<file path="config.mk">
export PLATFORM = sky130hd
export DESIGN_NAME = timer_channel_waveform_mode
export DESIGN_NICKNAME = d
export VERILOG_FILES = /design/src/common/timer_wave_pkg.sv /design/src/logic/timer_channel_waveform_mode.sv
export SDC_FILE = /design/constraint.sdc
export NUM_CORES = 1
export LEC_CHECK = 0
export ABC_CLOCK_PERIOD_IN_PS = 9900
export BUFFER_PORTS_ARGS = -buffer_cell sky130_fd_sc_hd__buf_2
export CAP_MARGIN = 0
export CORE_ASPECT_RATIO = 0.5
export CORE_MARGIN = 2
export CORE_UTILIZATION = 35
export DETAILED_ROUTE_END_ITERATION = 8
export GPL_TIMING_DRIVEN = 1
export PLACE_DENSITY = 0.49
export SLEW_MARGIN = 10
export SYNTH_ARGS = -nofsm -noshare
export SYNTH_HDL_FRONTEND = slang
export SYNTH_SLANG_ARGS = --single-unit
</file>
<file path="constraint.sdc">
create_clock -name clk_i -period 9.9 [get_ports clk_i]
set_clock_uncertainty 0.15 [all_clocks]
set_input_delay 1.98 -clock clk_i [delete_from_list [all_inputs] [get_ports clk_i]]
set_output_delay 1.98 -clock clk_i [all_outputs]
set_load 0.01 [all_outputs]
</file>
<file path="src/common/timer_wave_pkg.sv">
`default_nettype none
package timer_wave_pkg;

   // register byte offsets on the register port
   localparam logic [7:0] OFS_CONTROL = 8'h00;
   localparam logic [7:0] OFS_MODE = 8'h04;
   localparam logic [7:0] OFS_COUNT = 8'h10;
   localparam logic [7:0] OFS_CMP_A = 8'h14;
   localparam logic [7:0] OFS_CMP_B = 8'h18;
   localparam logic [7:0] OFS_CMP_C = 8'h1C;
   localparam logic [7:0] OFS_STATUS = 8'h20;

   // control register command bits (write only)
   localparam int CTRL_CLK_ON_BIT = 0;
   localparam int CTRL_CLK_OFF_BIT = 1;
   localparam int CTRL_SOFT_TRIG_BIT = 2;

   // status register bits (read only)
   localparam int STAT_CLK_ON_BIT = 16;
   localparam int STAT_MIRROR_A_BIT = 17;
   localparam int STAT_MIRROR_B_BIT = 18;
   localparam int STAT_STOPPED_BIT = 19;

   // reset values
   localparam logic [31:0] MODE_RESET = 32'h0000_0000;
   localparam logic [15:0] VALUE_RESET = 16'h0000;

   // output action codes
   typedef enum logic [1:0] {
      ACT_NONE = 2'b00,
      ACT_SET = 2'b01,
      ACT_CLEAR = 2'b10,
      ACT_TOGGLE = 2'b11
   } act_e;

   // event edge choice
   typedef enum logic [1:0] {
      EDGE_NONE = 2'b00,
      EDGE_RISE = 2'b01,
      EDGE_FALL = 2'b10,
      EDGE_BOTH = 2'b11
   } edge_e;

   // counting direction of the triangle shape
   typedef enum logic {
      DIR_UP = 1'b0,
      DIR_DOWN = 1'b1
   } dir_e;

   // channel mode register, waveform layout, msb first
   typedef struct packed {
      act_e out_b_action_on_soft_trigger; // 31:30
      act_e out_b_action_on_event;        // 29:28
      act_e out_b_action_on_c_match;      // 27:26
      act_e out_b_action_on_b_match;      // 25:24
      act_e out_a_action_on_soft_trigger; // 23:22
      act_e out_a_action_on_event;        // 21:20
      act_e out_a_action_on_c_match;      // 19:18
      act_e out_a_action_on_a_match;      // 17:16
      logic waveform_mode_sel;            // 15
      logic auto_trigger_on_c;            // 14, high bit of wave_shape_sel
      logic triangle_count;               // 13, low bit of wave_shape_sel
      logic event_restart_en;             // 12
      logic [1:0] event_source_sel;       // 11:10
      edge_e event_edge_sel;              // 9:8
      logic disable_on_c_match;           // 7
      logic stop_on_c_match;              // 6
      logic [1:0] clock_gate_sel;         // 5:4
      logic count_edge_invert;            // 3
      logic [2:0] clock_source_sel;       // 2:0
   } mode_s;

   // new pin level after an action
   function automatic logic apply_action(act_e act, logic cur);
      case (act)
         ACT_SET: apply_action = 1'b1;
         ACT_CLEAR: apply_action = 1'b0;
         ACT_TOGGLE: apply_action = ~cur;
         default: apply_action = cur;
      endcase
   endfunction : apply_action

   // is this transition one the edge choice asks for
   function automatic logic edge_seen(edge_e sel, logic prev, logic now);
      case (sel)
         EDGE_RISE: edge_seen = ~prev & now;
         EDGE_FALL: edge_seen = prev & ~now;
         EDGE_BOTH: edge_seen = prev ^ now;
         default: edge_seen = 1'b0;
      endcase
   endfunction : edge_seen

   // highest priority source with a real action wins:
   // software trigger, then event, then c match, then own match
   function automatic act_e pick_action(logic sw, logic ev, logic cm,
                                        logic om, act_e a_sw, act_e a_ev,
                                        act_e a_cm, act_e a_om);
      if (sw && a_sw != ACT_NONE)
         pick_action = a_sw;
      else if (ev && a_ev != ACT_NONE)
         pick_action = a_ev;
      else if (cm && a_cm != ACT_NONE)
         pick_action = a_cm;
      else if (om)
         pick_action = a_om;
      else
         pick_action = ACT_NONE;
   endfunction : pick_action

endpackage : timer_wave_pkg
`default_nettype wire

</file>
<file path="src/logic/timer_channel_waveform_mode.sv">
// Overview of operation
// - three bits pick internal or external clock
// - invert bit selects falling count edge
// - gate field ANDs clock with external input
// - stop bit halts clock on c match
// - disable bit disables clock on c match
// - edge field chooses which event transitions count
// - source field picks io_b or external event
// - io_b as event source is input only
// - restart bit lets event reset and start counter
// - shape field: triangle count, auto c trigger
// - bit fifteen selects waveform versus capture mode
// - a match action drives io_a
// - c match action drives io_a
// - event action drives io_a
// - software trigger action drives io_a
// - b match action drives io_b
// - c match action drives io_b
// - event action drives io_b
// - software trigger action drives io_b
// - live count readable, upper bits zero
// - a and b writable only in waveform mode
// - c value always readable and writable
// - software trigger resets counter, clears a c match stop
`timescale 1ns/1ps
`default_nettype none
module timer_channel_waveform_mode
   import timer_wave_pkg::*;
#(
   parameter int CNT_WIDTH = 16, // counter and compare width
   parameter int ADDR_WIDTH = 8  // register port address width
)(
   input wire logic clk_i,                     // system clock
   input wire logic rst_i,                     // sync reset, high
   input wire logic [ADDR_WIDTH-1:0] addr_i,   // register byte address
   input wire logic [31:0] wdata_i,            // write data
   input wire logic wr_i,                      // write strobe
   input wire logic rd_i,                      // read strobe
   output logic [31:0] rdata_o,                // read data, next cycle
   input wire logic [4:0] internal_clock_i,    // internal clock levels
   input wire logic [2:0] ext_clock_i,         // external clock levels
   input wire logic channel_io_a_i,            // io_a pin level
   output logic channel_io_a_o,                // io_a drive level
   output logic channel_io_a_oe_o,             // io_a driven
   input wire logic channel_io_b_i,            // io_b pin level
   output logic channel_io_b_o,                // io_b drive level
   output logic channel_io_b_oe_o              // io_b driven
);

   // the decode and status layout assume these limits
   if (CNT_WIDTH < 2 || CNT_WIDTH > 16)
      $error("CNT_WIDTH must lie between 2 and 16");
   if (ADDR_WIDTH < 6 || ADDR_WIDTH > 8)
      $error("ADDR_WIDTH must lie between 6 and 8");

   localparam logic [CNT_WIDTH-1:0] CNT_ZERO = VALUE_RESET[CNT_WIDTH-1:0];
   localparam logic [CNT_WIDTH-1:0] CNT_ONE = CNT_WIDTH'(1);
   localparam logic [CNT_WIDTH-1:0] CNT_MAX = {CNT_WIDTH{1'b1}};

   // register state
   mode_s mode, next_mode;                          // channel mode
   logic [CNT_WIDTH-1:0] cmp_a, next_cmp_a;         // compare a
   logic [CNT_WIDTH-1:0] cmp_b, next_cmp_b;         // compare b
   logic [CNT_WIDTH-1:0] cmp_c, next_cmp_c;         // compare c
   logic [31:0] next_rdata;                         // read answer

   // counter state
   logic [CNT_WIDTH-1:0] count, next_count;         // live count
   dir_e dir, next_dir;                             // triangle direction
   logic clk_enabled, next_clk_enabled;             // on/off by command
   logic clk_stopped, next_clk_stopped;             // halted by c match
   logic clk_prev, next_clk_prev;                   // last gated level
   logic evt_prev, next_evt_prev;                   // last event level

   // pin state
   logic out_a, next_out_a;                         // io_a level
   logic out_b, next_out_b;                         // io_b level
   logic oe_a, next_oe_a;                           // io_a enable
   logic oe_b, next_oe_b;                           // io_b enable

   // decoded strobes and derived terms
   logic [7:0] addr8;                               // address, byte wide
   logic wave;                                      // waveform mode on
   logic b_is_output;                               // io_b makes waveform
   logic clk_on_cmd, clk_off_cmd, soft_trig;        // control commands
   logic [7:0] clk_srcs;                            // clock candidates
   logic src_level, gate_level, gated_level;        // clock path
   logic tick_edge, running, tick;                  // count edge
   logic evt_level, evt_hit, restart;               // external event
   logic [CNT_WIDTH-1:0] step;                      // count after a tick
   dir_e step_dir;                                  // direction after it
   logic a_match, b_match, c_match;                 // compare hits
   logic mirror_a, mirror_b;                        // pin mirrors

   assign addr8 = 8'(addr_i);
   assign wave = mode.waveform_mode_sel;
   // io_b only drives when it is not the event input
   assign b_is_output = wave && mode.event_source_sel != 2'b00;

   // control register is write only; commands are one-cycle pulses
   assign clk_on_cmd = wr_i && addr8 == OFS_CONTROL
                       && wdata_i[CTRL_CLK_ON_BIT];
   assign clk_off_cmd = wr_i && addr8 == OFS_CONTROL
                        && wdata_i[CTRL_CLK_OFF_BIT];
   assign soft_trig = wr_i && addr8 == OFS_CONTROL
                      && wdata_i[CTRL_SOFT_TRIG_BIT];

   // pick the counter clock source, then the optional gate
   assign clk_srcs = {ext_clock_i, internal_clock_i};
   assign src_level = clk_srcs[mode.clock_source_sel];

   always_comb
   begin
      // gate code 0 leaves the clock free
      case (mode.clock_gate_sel)
         2'b01: gate_level = ext_clock_i[0];
         2'b10: gate_level = ext_clock_i[1];
         2'b11: gate_level = ext_clock_i[2];
         default: gate_level = 1'b1;
      endcase
   end

   assign gated_level = src_level & gate_level;

   // source clocks are sampled levels, so an edge is a change seen
   // against the last sample; they must be slower than clk_i/2
   assign tick_edge = mode.count_edge_invert ?
                      (clk_prev & ~gated_level) :
                      (~clk_prev & gated_level);
   assign running = clk_enabled && !clk_stopped;
   assign tick = tick_edge && running;

   // event source: io_b pin or one external clock line
   always_comb
   begin
      case (mode.event_source_sel)
         2'b01: evt_level = ext_clock_i[0];
         2'b10: evt_level = ext_clock_i[1];
         2'b11: evt_level = ext_clock_i[2];
         default: evt_level = channel_io_b_i;
      endcase
   end

   assign evt_hit = edge_seen(mode.event_edge_sel, evt_prev,
                              evt_level);
   // an event only touches the counter when restart is on
   assign restart = evt_hit && mode.event_restart_en && wave;

   // value the counter would take on this tick
   always_comb
   begin
      step = count + CNT_ONE;
      step_dir = dir;
      if (wave && mode.triangle_count)
      begin
         // turn at the top: c with auto trigger, else full scale
         if (dir == DIR_UP)
         begin
            if (count == (mode.auto_trigger_on_c ? cmp_c : CNT_MAX))
            begin
               step = count - CNT_ONE;
               step_dir = DIR_DOWN;
            end
         end
         else if (count == CNT_ZERO)
         begin
            step = CNT_ONE;
            step_dir = DIR_UP;
         end
         else
         begin
            step = count - CNT_ONE;
         end
      end
      else if (mode.auto_trigger_on_c && count == cmp_c)
      begin
         // up shape with auto trigger restarts after c
         step = CNT_ZERO;
      end
   end

   // a match is the tick on which the counter arrives at the value
   assign a_match = tick && step == cmp_a;
   assign b_match = tick && step == cmp_b;
   assign c_match = tick && wave && step == cmp_c;

   // register file next values
   always_comb
   begin
      next_mode = mode;
      next_cmp_a = cmp_a;
      next_cmp_b = cmp_b;
      next_cmp_c = cmp_c;
      next_rdata = 32'h0000_0000;
      if (wr_i)
      begin
         case (addr8)
            OFS_MODE: next_mode = mode_s'(wdata_i);
            // a and b are locked while capture mode is selected
            OFS_CMP_A:
               if (wave)
                  next_cmp_a = wdata_i[CNT_WIDTH-1:0];
            OFS_CMP_B:
               if (wave)
                  next_cmp_b = wdata_i[CNT_WIDTH-1:0];
            OFS_CMP_C: next_cmp_c = wdata_i[CNT_WIDTH-1:0];
            default: next_mode = mode; // unmapped writes ignored
         endcase
      end
      if (rd_i)
      begin
         case (addr8)
            OFS_MODE: next_rdata = mode;
            OFS_COUNT: next_rdata = 32'(count);
            OFS_CMP_A: next_rdata = 32'(cmp_a);
            OFS_CMP_B: next_rdata = 32'(cmp_b);
            OFS_CMP_C: next_rdata = 32'(cmp_c);
            OFS_STATUS:
            begin
               next_rdata[STAT_CLK_ON_BIT] = clk_enabled;
               next_rdata[STAT_MIRROR_A_BIT] = mirror_a;
               next_rdata[STAT_MIRROR_B_BIT] = mirror_b;
               next_rdata[STAT_STOPPED_BIT] = clk_stopped;
            end
            default: next_rdata = 32'h0000_0000; // unmapped reads zero
         endcase
      end
   end

   // register file flops
   always_ff @(posedge clk_i)
   begin
      if (rst_i)
      begin
         mode <= mode_s'(MODE_RESET);
         cmp_a <= CNT_ZERO;
         cmp_b <= CNT_ZERO;
         cmp_c <= CNT_ZERO;
         rdata_o <= 32'h0000_0000;
      end
      else
      begin
         mode <= next_mode;
         cmp_a <= next_cmp_a;
         cmp_b <= next_cmp_b;
         cmp_c <= next_cmp_c;
         rdata_o <= next_rdata;
      end
   end

   // counter and clock control next values
   always_comb
   begin
      next_count = count;
      next_dir = dir;
      next_clk_prev = gated_level;
      next_evt_prev = evt_level;
      next_clk_enabled = clk_enabled;
      next_clk_stopped = clk_stopped;
      // a disable command beats a same-cycle enable command
      if (clk_off_cmd || (c_match && mode.disable_on_c_match))
         next_clk_enabled = 1'b0;
      else if (clk_on_cmd)
         next_clk_enabled = 1'b1;
      if (soft_trig || restart)
      begin
         // trigger wins over a tick in the same cycle
         next_count = CNT_ZERO;
         next_dir = DIR_UP;
         next_clk_stopped = 1'b0;
      end
      else
      begin
         if (tick)
         begin
            next_count = step;
            next_dir = step_dir;
         end
         if (c_match && mode.stop_on_c_match)
            next_clk_stopped = 1'b1;
      end
   end

   // counter flops
   always_ff @(posedge clk_i)
   begin
      if (rst_i)
      begin
         count <= CNT_ZERO;
         dir <= DIR_UP;
         clk_enabled <= 1'b0;
         clk_stopped <= 1'b0;
         clk_prev <= 1'b0;
         evt_prev <= 1'b0;
      end
      else
      begin
         count <= next_count;
         dir <= next_dir;
         clk_enabled <= next_clk_enabled;
         clk_stopped <= next_clk_stopped;
         clk_prev <= next_clk_prev;
         evt_prev <= next_evt_prev;
      end
   end

   // mirrors show the driven level, else the pin
   assign mirror_a = oe_a ? out_a : channel_io_a_i;
   assign mirror_b = oe_b ? out_b : channel_io_b_i;

   // pin next values; actions only act in waveform mode
   always_comb
   begin
      next_oe_a = wave;
      next_oe_b = b_is_output;
      next_out_a = out_a;
      next_out_b = out_b;
      if (wave)
         next_out_a = apply_action(
            pick_action(soft_trig, evt_hit, c_match, a_match,
                        mode.out_a_action_on_soft_trigger,
                        mode.out_a_action_on_event,
                        mode.out_a_action_on_c_match,
                        mode.out_a_action_on_a_match),
            out_a);
      // io_b keeps its level while it serves as event input
      if (b_is_output)
         next_out_b = apply_action(
            pick_action(soft_trig, evt_hit, c_match, b_match,
                        mode.out_b_action_on_soft_trigger,
                        mode.out_b_action_on_event,
                        mode.out_b_action_on_c_match,
                        mode.out_b_action_on_b_match),
            out_b);
   end

   // pin flops
   always_ff @(posedge clk_i)
   begin
      if (rst_i)
      begin
         out_a <= 1'b0;
         out_b <= 1'b0;
         oe_a <= 1'b0;
         oe_b <= 1'b0;
      end
      else
      begin
         out_a <= next_out_a;
         out_b <= next_out_b;
         oe_a <= next_oe_a;
         oe_b <= next_oe_b;
      end
   end

   assign channel_io_a_o = out_a;
   assign channel_io_a_oe_o = oe_a;
   assign channel_io_b_o = out_b;
   assign channel_io_b_oe_o = oe_b;
endmodule : timer_channel_waveform_mode
`default_nettype wire

</file>
[After elaboration in Yosys (flattened, before gate mapping)]
Index checks and enable logic that the tools add are counted.
Widths: inputs -> output; s select.
Storage, ports and cells
  word-level logic and storage cells: 156
  register bits after elaboration: 137
Cells by class
  bitwise logic cells: 14
  order comparisons: 1
  $add $sub $neg: 2
  reductions and logical operators: 48
  equal/unequal tests: 26
  mux-type cells: 31
Operator list (count)
  $mux 16: 6
  $eq 16x16->1: 5
  $pmux 16 s5: 1
  $eq 8x5->1 const B: 4
  $logic_and 1x1->1: 23
  $eq 2x2->1 const B: 10
  $mux 2: 10
  $add 16x1->16 const B: 1
  $logic_not 16->1: 1
  $sub 16x1->16 const B: 1
  $pmux 1 s3: 5
  $reduce_bool 2->1: 7
  $eq 2x1->1 const B: 5
  $reduce_and 2->1: 5
  $eq 8x3->1 const B: 1
  $eq 8x6->1 const B: 1
  $logic_not 8->1: 1
  $not 1->1: 8
  $pmux 4 s2: 1
  $mux 1: 7
  $reduce_and 3->1: 2
  $reduce_bool 3->1: 2
  $reduce_or 2->1: 3
  $and 1x1->1: 5
  6 further kinds: 7

[Depth between registers and ports, before layout]
  depth in word-level cells: 17
  mapped depth: 16

[Worst setup path after synthesis]
No wires, ideal clock.
  path type: input-to-reg
  start point: in internal_clock_i[3]
  end point: reg out_b (netlist: channel_io_b_o)
  library setup time: 0.079 ns
  buffers on the path: 0
  cell stages on the path: 10
  path slack: 5.164 ns
  arrival time: 4.507 ns
  path through: mux4_2 > o211ai_1 > mux2i_1 > nor2_1 > o2111ai_1 > or4_4 > nor4_4 > nand2_1 > a311o_1 > a22oi_1
On the way
  longest elaborated chain between the ends: 17
RTL lines
  start: declaration: line timer_channel_waveform_mode.sv:40  | input wire logic [4:0] internal_clock_i,
  $bmux 1 s3 (*): line timer_channel_waveform_mode.sv:110  | assign src_level = clk_srcs[mode.clock_source_sel];
  $mux 1 (implied by the code) (*): line timer_channel_waveform_mode.sv:110
  $and 1x1->1 (*): line timer_channel_waveform_mode.sv:123  | assign gated_level = src_level & gate_level;
  $not 1->1: line timer_channel_waveform_mode.sv:128  | (clk_prev & ~gated_level) :
  $and 1x1->1: line timer_channel_waveform_mode.sv:128
  $mux 1 (*): line timer_channel_waveform_mode.sv:127  | assign tick_edge = mode.count_edge_invert ?
  $logic_and 1x1->1 (*): line timer_channel_waveform_mode.sv:131  | assign tick = tick_edge && running;
  $logic_and 1x1->1 (2 in a row): line timer_channel_waveform_mode.sv:185  | assign c_match = tick && wave && step == cmp_c;
  $logic_and 1x1->1: line timer_wave_pkg.sv:102  | else if (cm && a_cm != ACT_NONE)
  $mux 2 (*): line timer_wave_pkg.sv:102
  $mux 2 (*): line timer_wave_pkg.sv:100  | else if (ev && a_ev != ACT_NONE)
  $mux 2 (*): line timer_wave_pkg.sv:98  | if (sw && a_sw != ACT_NONE)
  $mux 2 (*): line timer_channel_waveform_mode.sv:327  | if (b_is_output)
  $eq 2x2->1 or $eq 2x1->1 (tied branches): line timer_wave_pkg.sv:75  | case (act)
  $reduce_bool 3->1 (no source line)
  $reduce_and 2->1 (no source line)
  end signal: assignment: line timer_channel_waveform_mode.sv:350  | out_b <= next_out_b;
  end: declaration: line timer_channel_waveform_mode.sv:77  | logic out_b, next_out_b;
Every way passes the cells marked *; elsewhere a longest branch is shown, timed or not. The select of a mux whose other input is x is not followed.
A chain may end at the register's enable or synchronous reset.

[Worst setup path after layout]
Same ends and word-level chain as after synthesis.

==> metrics.txt <==
Worst Max-Slew Pin Slew=1.19 ns; Num CTS Buffers=17; total setup buffers inserted after CTS=0; Cell variety after synth=74; worst setup margin=4.79 ns; fmax=between 150 and 200 MHz; cell depth of the worst hold path=2; Port Buffers=between 80 and 90; Mapped Cells=971; slew margin rel.=20.5%; Routability Congestion=0.891; initial DRC count=837; WS Path Type=in2reg; Post-synth ARST share=0%; Critical Path Start Type=primary input; area fraction of the dominant cell type after synthesis=36.1%; synthesized flop and latch total=between 100 and 150; Max-Cap Viols=0; # hold bufs at CTS=0; synth warn=0; Final Slew Violations=0; Clock Sinks=137; Seq/Total Area, Yosys=36.1%; Congestion Overflow GR=0; Cell Area, Synth=7600 um^2; fin cells=approximately 1300; Crit path largest cell delay=0.55 ns; leak pwr=0.00323 uW; RSZ-0062 raised after global routing=no; commonest cells in the netlist=nand2_1, dfxtp_1, a21oi_1, nor2_1, clkbuf_1; Period minus WS final=5.11 ns; post_cts resized=0; residual DRC count=0; I/O Pins=90; most used standard cell by instance count after synthesis=nand2_1; Inst Count DP=1295; maximum vdd drop=0.000103 V; Die H=108 um; Reg clk slew, reported paths=0.06 ns; critical path fanouts, max=28; data required time at the worst endpoint=10.10 ns; Die X=~210 um; number of global-route vias before repair=between 6000 and 7000; final hold vios=0; Clock Tree Root=clkbuf_16; core area=21500 um^2; kind of cell adding the most delay to the critical path=simple AND/OR/NAND/NOR gates; GRT Overall Usage=a little under a quarter; nets@finish=about 1100; H-tree lvl count=4; total number of vias=~7400; Syn Nets=1030; Crit path depth=12; P per Cell Area=roughly 140 nW/um^2; cells along the critical path=buf_2 -> mux4_2 -> o211ai_1 -> mux2i_4 -> buf_4 -> nor2_1 -> o2111ai_1 -> or4_4 -> nor4_4 -> nand2_1 -> a311o_1 -> a22oi_1; Worst-Skew Late Latency=0.43 ns; Crit path buffers/inverters=2; antenna cells=0; critical path arrival=roughly 5.3 ns; status=finished clean; first-pass detailed-route iteration total=5; top post-synthesis cells by area=dfxtp_1, nand2_1, a21oi_1, xnor2_1, nor2_1; Setup-failing EPs final=0; CTS tree=done; fin crit share=51.6%; Hold WC Path Type=reg2reg; Worst Reg-to-Reg Cells=10; area leader, netlist=dfxtp_1; clk buf depth=2; area growth from synthesis to layout=16.1%; die area=23000 um^2; initial antenna violation count=0; first-pass GRT wire length=approximately 41000 um; EDFF count, synth=0; Place WS=4.39 ns; ys flop type=dfxtp_1; largest net degree at the start of global routing=90; via/cell ratio=5.54; Slowest cell on crit path=or4_4; Worst setup EP type=flop; initial core utilization=a little over a third; final antenna-violating net count=0; Post-Route WL=26400 um; setup TNS=0 ns; FP Rows=38; share of cells above drive strength 1=16.9%; post-synthesis average cell area=7.82 um^2; Layout fillers=2239; hpwl dp=19200 um; average wire per standard cell=19.9 um
-- registers in the layout, summed over array words and instances, names as in the netlist --
name               flops
rdata_o               32
mode                  31
cmp_a                 16
cmp_b                 16
cmp_c                 16
count                 16
channel_io_a_o         1
channel_io_a_oe_o      1
channel_io_b_o         1
channel_io_b_oe_o      1
clk_enabled            1
clk_prev               1
clk_stopped            1
dir                    1
evt_prev               1
next_oe_a              1
-- per-layer routing --
layer  vias up  track usage [%]  wire length (um)
li1       3518                -                 -
met1      3553             35.2             13500
met2       260             34.2             10900
met3        22             4.24              1710
met4         0             6.84               346
met5         -                0                 0
-- cell usage in the layout (no fill, tap or decap), types with 4 or more instances in the layout --
cell / instances
a21oi_1: 107
a221oi_1: 16
a22oi_1: 17
a31oi_1: 6
and2_1: 9
and3_1: 24
and4_1: 5
buf_2: 89
buf_4: 9
clkbuf_16: 17
dfxtp_1: 137
ha_1: 5
inv_1: 17
inv_6: 4
mux2_2: 18
mux2i_1: 13
nand2_1: 195
nand2b_1: 13
nand3_1: 16
nand4_1: 15
nor2_1: 74
nor2b_1: 6
nor3_1: 13
nor3b_1: 7
nor4_1: 9
nor4b_1: 4
o2111ai_1: 6
o211ai_1: 10
o21ai_0: 11
o21ai_1: 4
o22ai_1: 6
xnor2_1: 41
xor2_1: 22
-- stage by stage --
stage	total power [uW]	hold slack, ns	util, %	instance area [um^2]
6_report	1270	0.322	41.1	8820
5_1_grt	1310	0.356	41.1	8820
4_1_cts	1280	0.326	41.1	8820
3_3_place_gp	605	0.311	38.2	8210
2_1_floorplan	581	0.274	-	7600
3_5_place_dp	605	0.318	38.2	8210
-- power breakdown --
group | switching (uW) | internal [uW] | leakage [uW]
clock | 275 | 402 | 0.000298
combinational | 27.2 | 13.3 | 0.00182
sequential | 0.674 | 552 | 0.00110
total | 303 | 968 | 0.00323
-- path summary, 6_finish.rpt --
kind,startpoint,end,slack [ns]
setup / recovery,internal_clock_i[3],channel_io_b_o,4.79
hold reg to reg,mode[23],mode[23],0.32
hold / removal,mode[23],mode[23],0.32
setup reg to reg,count[4],channel_io_b_o,4.82
-- cell families (layout without fill, tap and decap cells) --
group                      count (synthesis)  count (layout)  share of synthesized area, %
xor gates and xnor gates                  63              63                          7.26
buffers and inverters                     91             147                          4.89
adders and majority gates                  5               5                         0.823
DFF                                      137             137                          36.1
muxes                                     34              34                          5.11
AOI/OAI and AO/OA                        218             218                          18.5
and+or+nand+nor                          423             423                          27.3
-- layout make-up --
type / instances / area [um^2] / area share, %
clock buffer: 17 / 425 / 4.82
tap: 300 / 375 / 4.25
timing repair buffer: 98 / 513 / 5.81
multi-input combinational: 743 / 4510 / 51.1
inverter: 17 / 63.8 / 0.723
clock inverter: 15 / 190 / 2.16
sequential: 137 / 2740 / 31.1
-- tightest hold or removal path: stages, from the launching register on --
cell and delay, ns:
dfxtp_1 0.32, nand2_1 0.05, a21oi_1 0.05
Note: power is estimated with default switching activity, not from simulation.
